[src/design/srt_sdram_cfg.svh]
`ifndef SRT_SDRAM_CFG_SVH
`define SRT_SDRAM_CFG_SVH

// ----------------------------------------------------------------------
// register offsets (byte addresses on the register port)
// ----------------------------------------------------------------------
`define SRT_OFS_CTRL 8'h00
`define SRT_OFS_STATUS 8'h04
`define SRT_OFS_BLK0 8'h08
`define SRT_OFS_BLK1 8'h0C
`define SRT_OFS_MASK0 8'h10
`define SRT_OFS_MASK1 8'h14

// ----------------------------------------------------------------------
// reset values and writable bits
// ----------------------------------------------------------------------
`define SRT_CTRL_RST 16'h0000
`define SRT_BLK_RST 32'h00000000
`define SRT_MASK_RST 32'h00000000
`define SRT_CTRL_WMASK 16'h3FFF
`define SRT_BLK_WMASK 32'hFFFCB77C
`define SRT_MASK_WMASK 32'hFFFC0000

// ----------------------------------------------------------------------
// dram_control fields
// ----------------------------------------------------------------------
`define SRT_CTRL_SYNC 15
`define SRT_CTRL_NOMUX 13
`define SRT_CTRL_CKECMD 12
`define SRT_CTRL_SELFREQ 11
`define SRT_CTRL_REFRESH_RECOVERY_SEL_HI 10
`define SRT_CTRL_REFRESH_RECOVERY_SEL_LO 9
`define SRT_CTRL_RC_HI 8
`define SRT_CTRL_RC_LO 0

// ----------------------------------------------------------------------
// block address/control and mask fields
// ----------------------------------------------------------------------
`define SRT_BLK_BASE_HI 31
`define SRT_BLK_BASE_LO 18
`define SRT_BLK_UPKEEP 15
`define SRT_BLK_LAT_HI 13
`define SRT_BLK_LAT_LO 12

// ----------------------------------------------------------------------
// timing counts in bus clocks
// ----------------------------------------------------------------------
`define SRT_TRC_00 4'h3
`define SRT_TRC_01 4'h6
`define SRT_TRC_1X 4'h9
`define SRT_T_LAT00 4'h1
`define SRT_T_LAT01 4'h2
`define SRT_T_LAT1X 4'h3
`define SRT_REF_GRAIN 4'hF

// ----------------------------------------------------------------------
// command codes {row, column, write} strobes, active low
// ----------------------------------------------------------------------
`define SRT_CMD_NOP 3'h7
`define SRT_CMD_ACT 3'h3
`define SRT_CMD_RD 3'h5
`define SRT_CMD_WR 3'h4
`define SRT_CMD_PRE 3'h2
`define SRT_CMD_REF 3'h1

`endif

[src/design/srt_sdram_pkg.sv]
package srt_sdram_pkg;

  // ----------------------------------------------------------------------
  // sequencer states
  // ----------------------------------------------------------------------
  typedef enum logic [5:0] {
    S_IDLE = 6'h01,
    S_RCD = 6'h02,
    S_DATA = 6'h04,
    S_LAST = 6'h08,
    S_SELF = 6'h10,
    S_SPARE = 6'h20
  } srt_state_t;

  // ----------------------------------------------------------------------
  // memory pins
  // ----------------------------------------------------------------------
  typedef struct packed {
    logic [1:0] csN;
    logic rowStrobeN;
    logic columnStrobeN;
    logic writeEnN;
    logic sdramClockGate;
    logic [12:0] addr;
  } srt_sd_bus_t;

  // ----------------------------------------------------------------------
  // access request from the bus side
  // ----------------------------------------------------------------------
  typedef struct packed {
    logic req;
    logic write;
    logic [31:0] addr;
  } srt_acc_req_t;

endpackage : srt_sdram_pkg

[src/design/srt_sdram_core.sv]
// The address-and-strobe port and the placing of the registers were left to the implementer.
`timescale 1ns/100ps
`include "srt_sdram_cfg.svh"
// How it works
// - mode 0: gate pin is clock enable
// - mode 1: gate pin carries command, no self-refresh
// - request set enters, cleared exits self-refresh
// - interval counter frozen during self-refresh
// - refresh recovery 3, 6 or 9 clocks
// - one recovery setting for both blocks
// - refresh every (interval+1)*16 clocks
// - hit when unmasked address bits 31:18 match
// - refresh only blocks with upkeep bit set
// - row to column strobe 1,2,3,3 clocks
// - read data 1,2,3,3 clocks after column
// - activate to precharge at least 2,4,6,6
// - precharge to activate 1,2,3,3 clocks
// - one clock from last read data to precharge
// - sync bit sticky until reset
// - column multiplexing unless no_column_mux set
module srt_sdram_core (
  // clock and reset
  input wire logic clk,
  input wire logic resetn,
  // register port
  input wire logic [7:0] regAddr,
  input wire logic [31:0] regWdata,
  input wire logic regWr,
  input wire logic regRd,
  output logic [31:0] regRdata,
  // access port
  input srt_sdram_pkg::srt_acc_req_t acc,
  output logic accAck,
  output logic accMiss,
  output logic [1:0] accHit,
  output logic dataStrobe,
  // memory pins
  output srt_sdram_pkg::srt_sd_bus_t sd
);

  // ----------------------------------------------------------------------
  // registers
  // ----------------------------------------------------------------------
  logic [15:0] dramControl;
  logic [31:0] blockAddrCtrl [2];
  logic [31:0] blockMaskReg [2];
  srt_sdram_pkg::srt_state_t state;
  srt_sdram_pkg::srt_state_t next_state;
  logic [3:0] cnt;
  logic [3:0] next_cnt;
  logic [3:0] gap;
  logic [3:0] age;
  logic [12:0] refCnt;
  logic refPend;
  logic blk;
  logic isWrite;
  logic [31:0] curAddr;

  // ----------------------------------------------------------------------
  // register decode
  // ----------------------------------------------------------------------
  wire wrCtrl = regWr && (regAddr == `SRT_OFS_CTRL);
  wire [1:0] wrBlk;
  wire [1:0] wrMask;
  assign wrBlk[0] = regWr && (regAddr == `SRT_OFS_BLK0);
  assign wrBlk[1] = regWr && (regAddr == `SRT_OFS_BLK1);
  assign wrMask[0] = regWr && (regAddr == `SRT_OFS_MASK0);
  assign wrMask[1] = regWr && (regAddr == `SRT_OFS_MASK1);

  // reserved bits are dropped on write and read back as zero
  wire syncMode = dramControl[`SRT_CTRL_SYNC];
  wire [15:0] next_ctrl = (regWdata[15:0] & `SRT_CTRL_WMASK)
                        | {regWdata[15] | syncMode, 15'h0000};
  wire noColumnMux = dramControl[`SRT_CTRL_NOMUX];
  wire ckeCommandMode = dramControl[`SRT_CTRL_CKECMD];
  wire selfRefreshRequest = dramControl[`SRT_CTRL_SELFREQ];
  wire [1:0] refreshRecoverySel =
    dramControl[`SRT_CTRL_REFRESH_RECOVERY_SEL_HI:`SRT_CTRL_REFRESH_RECOVERY_SEL_LO];
  wire [8:0] refreshInterval = dramControl[`SRT_CTRL_RC_HI:`SRT_CTRL_RC_LO];

  always_ff @(posedge clk or negedge resetn) begin
    if (!resetn) begin
      dramControl <= `SRT_CTRL_RST;
    end else if (wrCtrl) begin
      dramControl <= next_ctrl;
    end
  end

  // ----------------------------------------------------------------------
  // per block registers and hit compare
  // ----------------------------------------------------------------------
  wire [1:0] hitRaw;
  wire [1:0] upkeepOn;
  wire [1:0] latSel [2];

  genvar b;
  generate
    for (b = 0; b < 2; b = b + 1) begin : g_blk
      always_ff @(posedge clk or negedge resetn) begin
        if (!resetn) begin
          blockAddrCtrl[b] <= `SRT_BLK_RST;
          blockMaskReg[b] <= `SRT_MASK_RST;
        end else begin
          if (wrBlk[b]) begin
            blockAddrCtrl[b] <= regWdata & `SRT_BLK_WMASK;
          end
          if (wrMask[b]) begin
            blockMaskReg[b] <= regWdata & `SRT_MASK_WMASK;
          end
        end
      end
      wire [13:0] baseCmp =
        blockAddrCtrl[b][`SRT_BLK_BASE_HI:`SRT_BLK_BASE_LO];
      wire [13:0] originMask =
        blockMaskReg[b][`SRT_BLK_BASE_HI:`SRT_BLK_BASE_LO];
      // unmasked bits 31:18 must all match
      assign hitRaw[b] = syncMode
        && (((acc.addr[31:18] ^ baseCmp) & ~originMask) == 14'h0000);
      assign upkeepOn[b] = blockAddrCtrl[b][`SRT_BLK_UPKEEP];
      assign latSel[b] =
        blockAddrCtrl[b][`SRT_BLK_LAT_HI:`SRT_BLK_LAT_LO];
    end
  endgenerate

  // block 0 wins when both blocks claim the address
  wire anyHit = |hitRaw;
  wire hitBlk = !hitRaw[0];
  wire anyUpkeep = |upkeepOn;

  // ----------------------------------------------------------------------
  // timing selection
  // ----------------------------------------------------------------------
  wire curBlk = (state == srt_sdram_pkg::S_IDLE) ? hitBlk : blk;
  wire [1:0] readLatencySelect = latSel[curBlk];
  // row-to-column, column-to-data and precharge-to-activate share values
  wire [3:0] tLat = (readLatencySelect == 2'h0) ? `SRT_T_LAT00 :
                    (readLatencySelect == 2'h1) ? `SRT_T_LAT01 :
                    `SRT_T_LAT1X;
  wire [3:0] tRas = {tLat[2:0], 1'b0};
  // one recovery figure serves both blocks
  wire [3:0] tRc = (refreshRecoverySel == 2'h0) ? `SRT_TRC_00 :
                   (refreshRecoverySel == 2'h1) ? `SRT_TRC_01 :
                   `SRT_TRC_1X;
  wire gapOk = (gap <= 4'h1);
  wire [3:0] ageNext = age + 4'h1;
  wire rasOk = (ageNext >= tRas);
  wire [1:0] blkCs = blk ? 2'b01 : 2'b10;

  // ----------------------------------------------------------------------
  // refresh interval counter
  // ----------------------------------------------------------------------
  // reload value gives (refreshInterval + 1) * 16 clocks per period
  wire [12:0] refReload = {refreshInterval, `SRT_REF_GRAIN};
  wire inSelf = (state == srt_sdram_pkg::S_SELF);
  wire selfEnter = syncMode && !ckeCommandMode && selfRefreshRequest;
  logic issueRef;

  always_ff @(posedge clk or negedge resetn) begin
    if (!resetn) begin
      refCnt <= 13'h0000;
      refPend <= 1'b0;
    end else if (!syncMode) begin
      refCnt <= refReload;
      refPend <= 1'b0;
    end else if (!inSelf) begin
      refCnt <= (refCnt == 13'h0000) ? refReload : refCnt - 13'h0001;
      // expiry wins over the clear of an older pending refresh
      refPend <= (refCnt == 13'h0000) || (refPend && !issueRef);
    end
  end

  // ----------------------------------------------------------------------
  // command sequencer
  // ----------------------------------------------------------------------
  logic [2:0] cmd;
  logic [1:0] next_cs;
  logic next_cke;
  logic next_ack;
  logic next_miss;
  logic next_strobe;
  logic takeReq;
  logic useCol;

  always_comb begin
    next_state = state;
    next_cnt = (cnt != 4'h0) ? cnt - 4'h1 : 4'h0;
    cmd = `SRT_CMD_NOP;
    next_cs = 2'b11;
    next_cke = 1'b1;
    next_ack = 1'b0;
    next_miss = 1'b0;
    next_strobe = 1'b0;
    takeReq = 1'b0;
    useCol = 1'b0;
    issueRef = 1'b0;
    case (state)
      srt_sdram_pkg::S_IDLE: begin
        if (selfEnter) begin
          // self-refresh entry to both blocks
          cmd = `SRT_CMD_REF;
          next_cs = 2'b00;
          next_cke = 1'b0;
          next_state = srt_sdram_pkg::S_SELF;
        end else if (refPend && gapOk) begin
          // idle only, so an access never gets cut
          issueRef = 1'b1;
          if (anyUpkeep) begin
            cmd = `SRT_CMD_REF;
            next_cs = ~upkeepOn;
          end
        end else if (acc.req && gapOk && !accAck) begin
          // the master still holds req in the ack cycle: take it once
          next_ack = 1'b1;
          if (anyHit) begin
            cmd = `SRT_CMD_ACT;
            next_cs = hitBlk ? 2'b01 : 2'b10;
            takeReq = 1'b1;
            next_cnt = tLat - 4'h1;
            next_state = srt_sdram_pkg::S_RCD;
          end else begin
            next_miss = 1'b1;
          end
        end
      end
      srt_sdram_pkg::S_RCD: begin
        if (cnt == 4'h0) begin
          cmd = isWrite ? `SRT_CMD_WR : `SRT_CMD_RD;
          next_cs = blkCs;
          useCol = 1'b1;
          next_strobe = isWrite;
          next_cnt = tLat - 4'h1;
          next_state = isWrite ? srt_sdram_pkg::S_LAST
                               : srt_sdram_pkg::S_DATA;
        end
      end
      srt_sdram_pkg::S_DATA: begin
        if (cnt == 4'h0) begin
          next_strobe = 1'b1;
          next_state = srt_sdram_pkg::S_LAST;
        end
      end
      srt_sdram_pkg::S_LAST: begin
        // precharge one clock after last data, tRAS permitting
        if (rasOk) begin
          cmd = `SRT_CMD_PRE;
          next_cs = blkCs;
          next_state = srt_sdram_pkg::S_IDLE;
        end
      end
      srt_sdram_pkg::S_SELF: begin
        next_cke = 1'b0;
        if (!selfRefreshRequest) begin
          next_cke = 1'b1; // exit: clock enable high
          next_state = srt_sdram_pkg::S_IDLE;
        end
      end
      default: begin
        next_state = srt_sdram_pkg::S_IDLE;
      end
    endcase
  end

  // ----------------------------------------------------------------------
  // sequencer state and spacing counters
  // ----------------------------------------------------------------------
  wire issuePre = (state == srt_sdram_pkg::S_LAST) && rasOk;
  wire [3:0] next_gap = issuePre ? tLat :
                        (issueRef && anyUpkeep) ? tRc :
                        (gap != 4'h0) ? gap - 4'h1 : 4'h0;
  wire [3:0] next_age = takeReq ? 4'h0 :
                        (age != 4'hF) ? ageNext : age;

  always_ff @(posedge clk or negedge resetn) begin
    if (!resetn) begin
      state <= srt_sdram_pkg::S_IDLE;
      cnt <= 4'h0;
      gap <= 4'h0;
      age <= 4'h0;
    end else begin
      state <= next_state;
      cnt <= next_cnt;
      gap <= next_gap;
      age <= next_age;
    end
  end

  always_ff @(posedge clk or negedge resetn) begin
    if (!resetn) begin
      blk <= 1'b0;
      isWrite <= 1'b0;
      curAddr <= 32'h00000000;
    end else if (takeReq) begin
      blk <= hitBlk;
      isWrite <= acc.write;
      curAddr <= acc.addr;
    end
  end

  // ----------------------------------------------------------------------
  // pin drive
  // ----------------------------------------------------------------------
  wire [12:0] rowAddr = takeReq ? acc.addr[22:10] : curAddr[22:10];
  // column phase multiplexed unless external logic does it
  wire [12:0] colAddr = noColumnMux ? curAddr[22:10]
                                    : {4'h0, curAddr[10:2]};
  wire [12:0] next_addr = useCol ? colAddr :
                          takeReq ? rowAddr : sd.addr;
  // command mode puts the write line level on the gate pin
  wire next_gate = ckeCommandMode ? cmd[0] : next_cke;

  always_ff @(posedge clk or negedge resetn) begin
    if (!resetn) begin
      sd <= '{csN: 2'b11, rowStrobeN: 1'b1, columnStrobeN: 1'b1,
              writeEnN: 1'b1, sdramClockGate: 1'b1, addr: 13'h0000};
      accAck <= 1'b0;
      accMiss <= 1'b0;
      accHit <= 2'b00;
      dataStrobe <= 1'b0;
    end else begin
      sd <= '{csN: next_cs, rowStrobeN: cmd[2], columnStrobeN: cmd[1],
              writeEnN: cmd[0], sdramClockGate: next_gate,
              addr: next_addr};
      accAck <= next_ack;
      accMiss <= next_miss;
      accHit <= next_ack ? hitRaw : 2'b00;
      dataStrobe <= next_strobe;
    end
  end

  // ----------------------------------------------------------------------
  // register read
  // ----------------------------------------------------------------------
  wire [31:0] statusWord = {24'h000000, 1'b0, refPend, state};
  wire [31:0] rdMux =
    (regAddr == `SRT_OFS_CTRL) ? {16'h0000, dramControl} :
    (regAddr == `SRT_OFS_STATUS) ? statusWord :
    (regAddr == `SRT_OFS_BLK0) ? blockAddrCtrl[0] :
    (regAddr == `SRT_OFS_BLK1) ? blockAddrCtrl[1] :
    (regAddr == `SRT_OFS_MASK0) ? blockMaskReg[0] :
    (regAddr == `SRT_OFS_MASK1) ? blockMaskReg[1] : 32'h00000000;

  always_ff @(posedge clk or negedge resetn) begin
    if (!resetn) begin
      regRdata <= 32'h00000000;
    end else begin
      regRdata <= regRd ? rdMux : 32'h00000000;
    end
  end

endmodule : srt_sdram_core

[config.mk]
export PLATFORM = sky130hd
export DESIGN_NAME = srt_sdram_core
export DESIGN_NICKNAME = d
export VERILOG_FILES = /design/src/design/srt_sdram_pkg.sv /design/src/design/srt_sdram_core.sv
export VERILOG_INCLUDE_DIRS = /design/src /design/src/design
export SDC_FILE = /design/constraint.sdc
export NUM_CORES = 1
export LEC_CHECK = 0
export BUFFER_PORTS_ARGS = -buffer_cell sky130_fd_sc_hd__buf_2
export CAP_MARGIN = 0
export CORE_MARGIN = 2
export CORE_UTILIZATION = 50
export DETAILED_ROUTE_END_ITERATION = 12
export PLACE_DENSITY = 0.71
export SYNTH_ARGS = -nofsm -noshare
export SYNTH_HDL_FRONTEND = slang
export SYNTH_SLANG_ARGS = --single-unit
[constraint.sdc]
create_clock -name clk -period 8.5 [get_ports clk]
set_input_delay 1.7 -clock clk [delete_from_list [all_inputs] [get_ports clk]]
set_output_delay 1.7 -clock clk [all_outputs]
set_load 0.02 [all_outputs]
==> results.json, run 1 <==
{
  "yosys.area_share.adder": 0.009371,
  "drcViolationCount": 0,
  "crit_buf_inv": 2,
  "final_cell_mix": "dfrtp_1, buf_2, mux2_2",
  "cp-start-kind": "primary input",
  "p_comb_frac": 0.124,
  "synth_compound_area_frac": 0.09371,
  "start_util": 0.5047,
  "gp_congestion": 0.8455,
  "grt_pass1_vias": 6286,
  "cts_tree": "yes",
  "clkPwrFrac": 0.375,
  "hold_buffers": 0,
  "synth_top_family_by_area": "multiplexers",
  "post-route-period-util": 0.5587,
  "syn_avg_cell_area_um2": 12.06,
  "synthArstFlopShare": 1.000,
  "power.internal_uw": 1532,
  "muxShareOfSynthArea": 0.1972,
  "synth.area.top_cells": "dfrtp_1, mux2_2, mux2i_1, xnor2_1, nand2_1",
  "drv_cap": 0,
  "routed-wl-met2_um": 9977,
  "slowest_stage": "nor4_1",
  "placed_area_um2": 10100,
  "layout-drive-gt1-share": 0.3248,
  "clockBufferDepth": 2,
  "peakVddDrop_uv": 132.7,
  "cts_root_buf": "clkbuf_16",
  "area_growth_pct": 14.18,
  "seqPwrFrac": 0.501,
  "ant_nets": 0,
  "p_leak_uw": 0.005114,
  "yosys.area.top_type": "dfrtp_1",
  "yosys_warnings": 0,
  "core-area_um2": 18520,
  "clk_latency_ns": 0.44,
  "wl_met1_um": 9665,
  "routed_wl_um": 20810,
  "rsz0062_at_grt": "no",
  "final_area_um2": 10670,
  "clock-sinks": 200,
  "wl_met3_um": 848,
  "postSynthCellCount": 775,
  "required_ns": 8.88,
  "rr_startpoint": "dramControl[15]$_DFFE_PN0P_",
  "critPathLaunch": "acc[19]",
  "drt_iter0_markers": 322,
  "layout.nets": 975,
  "cts-resized-gates": 0,
  "core.rowCount": 50,
  "hp-start": "cnt[0]$_DFF_PN0_",
  "synth_cell_types": 67,
  "switchingPower_uw": 557.9,
  "h-tree-depth": 4,
  "swShare": 0.2669,
  "dp_hpwl_um": 14220,
  "post-route-min-period_ns": 4.749,
  "path_clk_slew_ns": 0.07,
  "wire_per_inst_um": 18.30,
  "ys_seq_elements": 200,
  "ys.flop_type": "dfrtp_1",
  "grt_max_degree": 124,
  "pwr_density_cell_nw_per_um2": 195.9,
  "critPathMaxFanout": 7,
  "synthSimpleGateAreaFrac": 0.1032,
  "crit_path_end_kind": "flop",
  "synth-edff-count": 0,
  "chipHeight_um": 140.7,
  "drv_slew": 0,
  "critPathArrivalTime_ns": 5.13,
  "p_total_uw": 2090,
  "io_pins": 134,
  "worst_pin_slew_ns": 0.9880,
  "worst_clock_skew_ns": 0.01577,
  "post-cts-setup-buffers": 0,
  "cpPeakStageDelay_ns": 0.40,
  "vias": 6485,
  "cp_top_family": "simple AND/OR/NAND/NOR gates",
  "firstDrtPassIters": 5,
  "dp_cells": 1105,
  "finalHoldViolCount": 0,
  "yosysSeqAreaShare": 0.5364,
  "syn_area_um2": 9346,
  "final_cells": 1137,
  "antenna_found_initial": 2,
  "status": "finished clean",
  "die_w_um": 140.7,
  "cp_cell_sequence": "buf_2, xnor2_1, o22ai_1, nor4_1, nand2_1, mux2i_1, mux2i_1, inv_1, ha_1, nand2_1, nand2_1, a211oi_1, nor2_1, a31oi_1, o22a_1",
  "globalRouteOverflowTotal": 0,
  "grt_use_total": 0.2186,
  "synth_top_area_share": 0.5167,
  "cpMostUsedCell": "nand2_1",
  "cts_buffers": 17,
  "slew_headroom": 0.3413,
  "hold_slack_ns": 0.4824,
  "topRoutingLayerUsed": "met5",
  "tns_ns": 0,
  "synthXorXnorAreaFrac": 0.02999,
  "clock.fmax_mhz": 210.6,
  "die_area_um2": 19800,
  "via_per_inst": 5.704,
  "worstSetupPathType": "primary input to flop",
  "layout_commonest_cell": "dfrtp_1",
  "numPortBuffers": 125,
  "holdCritPathClass": "flop to flop",
  "grt_pass1_wl_um": 33780,
  "finalSetupViolCount": 0
}
## synthesized netlist by cell type, types with 15 or more instances
cell type  number
dfrtp_1       193
clkbuf_1       15
o22ai_1        19
mux2_2         96
o22a_1         15
o21ai_0        33
inv_1          19
xnor2_1        31
a21oi_1        19
nor2_1         53
mux2i_1        51
nand2_1        57
## path summary, 6_finish.rpt
| path | to | slack [ns] | cells past startpoint |
|---|---|---|---|
| worst max-delay path | sd[13]$_DFF_PN1_ | 3.75 | 15 |
| worst min-delay path | cnt[0]$_DFF_PN0_ | 0.48 | 1 |
| worst max register to register | sd[13]$_DFF_PN1_ | 4.47 | 13 |
| worst min register to register | cnt[0]$_DFF_PN0_ | 0.48 | 1 |
| max in group asynchronous | regRdata[21]$_DFF_PN0_ | 5.63 | 2 |
| min in group asynchronous | blockAddrCtrl[37]$_DFFE_PN0P_ | 1.35 | 1 |
## layout make-up
type	instances	area, µm²
Timing Repair Buffer	129	664.4
Multi-Input combinational cell	523	4063
Inverter	19	71.32
Clock buffer	17	425.4
Fill cell	1567	7846
Sequential cell	200	5014
Antenna cell	1	2.502
Tap cell	234	292.8
Clock inverter	14	138.9
## per-layer routing
| layer | vias up | GRT usage |
|---|---|---|
| met5 | - | 0 |
| met4 | 2 | 0.06789 |
| li1 | 3024 | - |
| met1 | 3297 | 0.3026 |
| met3 | 26 | 0.05435 |
| met2 | 136 | 0.3433 |
## power by group through the flow
stage / Combinational (µW) / Clock [µW] / Sequential (µW)
after floorplan: 179 / 0 / 1060
after global placement: 256 / 0 / 1060
after detailed placement: 261 / 0 / 1060
after CTS: 263 / 797 / 1050
after global routing: 294 / 838 / 1060
final: 259 / 784 / 1050
## through the flow
stage	setup WS (ns)	util
6_report	3.751	0.5763
3_3_place_gp	3.308	0.5457
3_5_place_dp	3.310	0.5457
5_1_grt	3.498	0.5763
4_1_cts	3.751	0.5761
2_1_floorplan	4.346	-
## cells by family (layout without fill, tap and decap cells)
kind of cell | count (synthesis) | after routing
AND/OR/NAND/NOR | 192 | 192
AO/OA/AOI/OAI | 127 | 127
buffers and inverters | 54 | 179
multiplexers | 162 | 162
XOR/XNOR | 32 | 32
flip-flops | 200 | 200
other | 1 | 4
adder cells (fa/ha/maj) | 7 | 7
## flip-flops by register name, indices dropped and copies added (netlist names)
register and count:
accAck 1, dataStrobe 1, blockAddrCtrl 50, gap 4, blk 1, refPend 1, age 4, dramControl 15
refCnt 13, regRdata 29, state 5, cnt 4, isWrite 1, accMiss 1, blockMaskReg 28, curAddr 21
sd 19, accHit 2
(Power assumes the default switching activity.)
==> run 2: changes to the inputs <==
PLACE_DENSITY = 0.74   (was 0.71)
clock period = 4.3 ns   (was 8.5 ns; I/O delays follow)
==> results.json, run 2 (synthesized netlist as in run 1, its figures left out) <==
{
  "dp_hpwl_um": 14590,
  "cts_root_buf": "clkbuf_16",
  "drt_iter0_markers": 563,
  "required_ns": 4.68,
  "layout-drive-gt1-share": 0.3319,
  "grt_use_total": 0.2195,
  "tns_ns": 0,
  "core-area_um2": 18520,
  "io_pins": 134,
  "clock-sinks": 200,
  "endpoint": "sd[13]$_DFF_PN1_",
  "timing.rr.end": "sd[13]$_DFF_PN1_",
  "globalRouteOverflowTotal": 0,
  "grt_pass1_vias": 6373,
  "clk_latency_ns": 0.44,
  "post-cts-setup-buffers": 0,
  "finalHoldViolCount": 0,
  "routed_wl_um": 20910,
  "critPathArrivalTime_ns": 3.92,
  "area_growth_pct": 15.56,
  "post-route-period-util": 0.8247,
  "p_comb_frac": 0.125,
  "layout_commonest_cell": "dfrtp_1",
  "layout.nets": 988,
  "start_util": 0.5047,
  "largest_reg_flops": 50,
  "critPathMaxFanout": 6,
  "crit_path_end_kind": "flop",
  "cts-resized-gates": 0,
  "peakVddDrop_uv": 318.1,
  "post-route-min-period_ns": 3.546,
  "clkPwrFrac": 0.380,
  "switchingPower_uw": 1063,
  "cp-start-kind": "primary input",
  "power.internal_uw": 3116,
  "top_register": "blockAddrCtrl",
  "final_cells": 1151,
  "clockBufferDepth": 2,
  "swShare": 0.2545,
  "reg2reg_depth": 14,
  "core.rowCount": 50,
  "die_area_um2": 19800,
  "pwr_density_cell_nw_per_um2": 386.9,
  "antenna_found_initial": 2,
  "status": "finished clean",
  "drv_slew": 0,
  "path_clk_slew_ns": 0.07,
  "gp_congestion": 0.8805,
  "regToRegSetupSlack_ns": 0.93,
  "ant_nets": 0,
  "seqPwrFrac": 0.495,
  "placed_area_um2": 10210,
  "grt_pass1_wl_um": 33880,
  "worst_clock_skew_ns": 0.006333,
  "cts_buffers": 17,
  "dp_cells": 1118,
  "final_cell_mix": "dfrtp_1, buf_2, mux2_2",
  "worst_pin_slew_ns": 0.7905,
  "worstSetupPathType": "primary input to flop",
  "vias": 6486,
  "drcViolationCount": 0,
  "numPortBuffers": 125,
  "final_area_um2": 10800,
  "via_per_inst": 5.635,
  "holdCritPathClass": "flop to flop",
  "chipHeight_um": 140.7,
  "critPathLaunch": "acc[19]",
  "p_leak_uw": 0.005196,
  "drv_cap": 0,
  "firstDrtPassIters": 6,
  "cts_tree": "yes",
  "fillerInstances": 1527,
  "reg_top3": "blockAddrCtrl x50, regRdata x29, blockMaskReg x28",
  "finalSetupViolCount": 0,
  "slew_headroom": 0.4730,
  "rsz0062_at_grt": "no",
  "die_w_um": 140.7,
  "rr_startpoint": "blockAddrCtrl[60]$_DFFE_PN0P_",
  "clock.fmax_mhz": 282.0,
  "h-tree-depth": 4,
  "wire_per_inst_um": 18.17,
  "grt_max_degree": 99,
  "hold_buffers": 0
}
run 2: final cells by class:
cell class	count	area (µm²)	share of cell area
Clock inverter	10	118.9	0.01101
Timing Repair Buffer	142	774.5	0.07171
Tap cell	234	292.8	0.02711
Sequential cell	200	5014	0.4642
Clock buffer	22	464.2	0.04298
Multi-Input combinational cell	523	4063	0.3762
Antenna cell	1	2.502	0.0002317
Inverter	19	71.32	0.006603
run 2: per-stage QoR:
| stage | worst slack, ns | hold slack [ns] | utilization | power [µW] |
|---|---|---|---|---|
| after floorplan | 0.9857 | 0.4376 | - | 2443 |
| after global placement | 0.3771 | 0.4720 | 0.5516 | 2612 |
| after detailed placement | 0.2696 | 0.4727 | 0.5516 | 2631 |
| after CTS | 0.6970 | 0.4827 | 0.5831 | 4209 |
| after global routing | 0.4720 | 0.5143 | 0.5831 | 4365 |
| final | 0.7539 | 0.4850 | 0.5832 | 4179 |
run 2: how the worst min path moves through the flow:
| stage | start | endpoint | slack, ns | depth (start not counted) |
|---|---|---|---|---|
| after floorplan | cnt[0]$_DFF_PN0_ | cnt[0]$_DFF_PN0_ | 0.44 | 1 |
| after global placement | cnt[0]$_DFF_PN0_ | cnt[0]$_DFF_PN0_ | 0.47 | 1 |
| after detailed placement | cnt[0]$_DFF_PN0_ | cnt[0]$_DFF_PN0_ | 0.47 | 1 |
| after CTS | cnt[0]$_DFF_PN0_ | cnt[0]$_DFF_PN0_ | 0.48 | 1 |
| after global routing | cnt[0]$_DFF_PN0_ | cnt[0]$_DFF_PN0_ | 0.51 | 1 |
| final | cnt[0]$_DFF_PN0_ | cnt[0]$_DFF_PN0_ | 0.48 | 1 |
run 2: critical path, cell delays in order:
cell and delay [ns]:
buf_2 0.15, xnor2_1 0.18, o22ai_1 0.12, nor4_1 0.40, nand2_1 0.19, mux2i_1 0.26
mux2i_1 0.28, inv_1 0.09, ha_1 0.30, nand2_1 0.06, nand2_1 0.05, a211oi_1 0.35
nor2_1 0.18, a31oi_1 0.27, o22a_1 0.18
run 2: per-layer routing:
layer  vias up  share of wire  GRT usage
met2       203           0.48     0.3427
met4         2          0.021    0.08526
met1      3202           0.44     0.3006
li1       3043              -          -
met3        36          0.064    0.05095
met5         -        0.00043          0
run 2: power groups by stage:
stage	Sequential [µW]	Combinational, µW	Clock (µW)
finish	2070	522	1590
global route	2080	593	1690
CTS	2070	530	1610
detailed placement	2100	528	0
global placement	2100	514	0
floorplan	2090	354	0
==> run 3: changes to the inputs <==
clock period = 3 ns   (was 4.3 ns; I/O delays follow)
==> results.json, run 3 (synthesized netlist as in run 1, its figures left out) <==
{
  "status": "finished clean",
  "core.rowCount": 50,
  "dp_cells": 1157,
  "core-area_um2": 18520,
  "reg_top3": "blockAddrCtrl x50, regRdata x29, blockMaskReg x28",
  "top_register": "blockAddrCtrl",
  "chipHeight_um": 140.7,
  "slowest_stage": "dfrtp_1",
  "required_ns": 3.32,
  "post-route-period-util": 0.9739,
  "clk_latency_ns": 0.44,
  "die_w_um": 140.7,
  "antenna_found_initial": 3,
  "final_cell_mix": "dfrtp_1, buf_2, mux2_2",
  "clock-sinks": 200,
  "cp-start-kind": "flop",
  "critPathArrivalTime_ns": 3.24,
  "wire_per_inst_um": 18.31,
  "grt_use_total": 0.2292,
  "met1_usage": 0.3001,
  "gp_congestion": 0.9191,
  "grt_max_degree": 82,
  "rsz0062_at_grt": "yes",
  "h-tree-depth": 4,
  "grt_use_met3": 0.05842,
  "p_leak_uw": 0.005474,
  "holdCritPathClass": "primary input to asynchronous set/reset pin",
  "worst_clock_skew_ns": 0.01266,
  "critPathMaxFanout": 5,
  "drcViolationCount": 0,
  "firstDrtPassIters": 5,
  "hold_buffers": 0,
  "worst_pin_slew_ns": 0.7864,
  "peakVddDrop_uv": 420.5,
  "tns_ns": 0,
  "cts_buffers": 17,
  "largest_reg_flops": 50,
  "via_per_inst": 5.596,
  "globalRouteOverflowTotal": 0,
  "regToRegSetupSlack_ns": 0.08,
  "final_cells": 1196,
  "finalSetupViolCount": 0,
  "finalHoldViolCount": 0,
  "layout.nets": 1033,
  "area_growth_pct": 20.90,
  "clock.fmax_mhz": 342.3,
  "layout-drive-gt1-share": 0.3746,
  "path_clk_slew_ns": 0.07,
  "layout_commonest_cell": "dfrtp_1",
  "cp_cell_sequence": "xnor2_1, o22ai_1, nor4_1, buf_4, nand2_4, mux2i_4, mux2i_2, inv_1, ha_1, nand2_1, nand2_2, a211oi_4, nand2b_1, a31oi_1, a31oi_1",
  "start_util": 0.5047,
  "grt_pass1_wl_um": 35480,
  "ant_nets": 0,
  "worstSetupPathType": "flop to flop",
  "busiest_layer": "met2",
  "dp_hpwl_um": 15160,
  "cpPeakStageDelay_ns": 0.40,
  "grt_pass1_vias": 6836,
  "io_pins": 134,
  "cts_root_buf": "clkbuf_16",
  "routed_wl_um": 21900,
  "fillerInstances": 1473,
  "vias": 6693,
  "slew_headroom": 0.4757,
  "pwr_density_cell_nw_per_um2": 553.2,
  "drv_cap": 0,
  "clockBufferDepth": 2,
  "p_total_uw": 6251,
  "drt_iter0_markers": 452,
  "cts_tree": "yes",
  "cpMostUsedCell": "a31oi_1",
  "drv_slew": 0,
  "post-route-min-period_ns": 2.922,
  "grtUsageMet2": 0.3772,
  "crit_path_end_kind": "flop",
  "die_area_um2": 19800,
  "numPortBuffers": 125,
  "post-route-util": 0.6102
}
## run 3: path summary, 6_finish.rpt
| path | start | endpoint | cells past startpoint |
|---|---|---|---|
| max | blockAddrCtrl[57]$_DFFE_PN0P_ | state[1]$_DFFE_PN0P_ | 15 |
| min | resetn | regRdata[0]$_DFF_PN0_ | 1 |
| max reg2reg | blockAddrCtrl[57]$_DFFE_PN0P_ | state[1]$_DFFE_PN0P_ | 15 |
| min reg2reg | cnt[0]$_DFF_PN0_ | cnt[0]$_DFF_PN0_ | 1 |
| max in group asynchronous | resetn | blockAddrCtrl[21]$_DFFE_PN0P_ | 2 |
| min in group clk | regWdata[7] | dramControl[7]$_DFFE_PN0P_ | 2 |
## run 3: report_power, final
group / total [µW] / leakage, µW / internal [µW] / switching (µW)
logic: 861 / 0.00256 / 403 / 459
registers: 2970 / 0.00261 / 2840 / 127
clock network: 2420 / 0.000295 / 1370 / 1050
total: 6250 / 0.00547 / 4610 / 1640
## run 3: layout make-up
class / instances / area, µm² / share of cell area
repair buffers: 187 / 1175 / 0.1040
inverters: 19 / 71.32 / 0.006312
clock inverters: 12 / 167.7 / 0.01484
flip-flops and latches: 200 / 5014 / 0.4437
diodes: 1 / 2.502 / 0.0002215
well taps: 234 / 292.8 / 0.02591
clock buffers: 20 / 456.7 / 0.04042
multi-input cells: 523 / 4120 / 0.3646
## run 3: layer usage
metal	up-vias	wire length (µm)
li1	3130	-
met1	3361	9725
met2	168	10820
met3	30	977
met4	4	349
met5	-	29
## run 3: stage by stage
stage | worst slack (ns) | hold WS [ns] | instance area [µm²]
2_1_floorplan | 0.01192 | 0.3044 | 9361
5_1_grt | -0.1343 | 0.1618 | 11300
4_1_cts | 0.04213 | 0.1482 | 11270
6_report | 0.07841 | 0.1340 | 11300
3_3_place_gp | -0.3880 | 0.4587 | 10580
3_5_place_dp | -0.4658 | 0.4732 | 10580
## run 3: worst max-delay path: cells and delay by family (launching register included)
kind	cells	cell delay, ns
buffers and inverters	2	0.26
and+or+nand+nor	5	0.67
muxes	2	0.43
DFF	1	0.40
adders and majority gates	1	0.28
xor gates and xnor gates	1	0.17
AOI/OAI and AO/OA	4	0.59
## run 3: repair_timing
item	in CTS	in global routing
cloned	0	0
pin swaps	7	3
buffers inserted	4	2
endpoints found under the setup margin	13	13
resized for setup	8	3
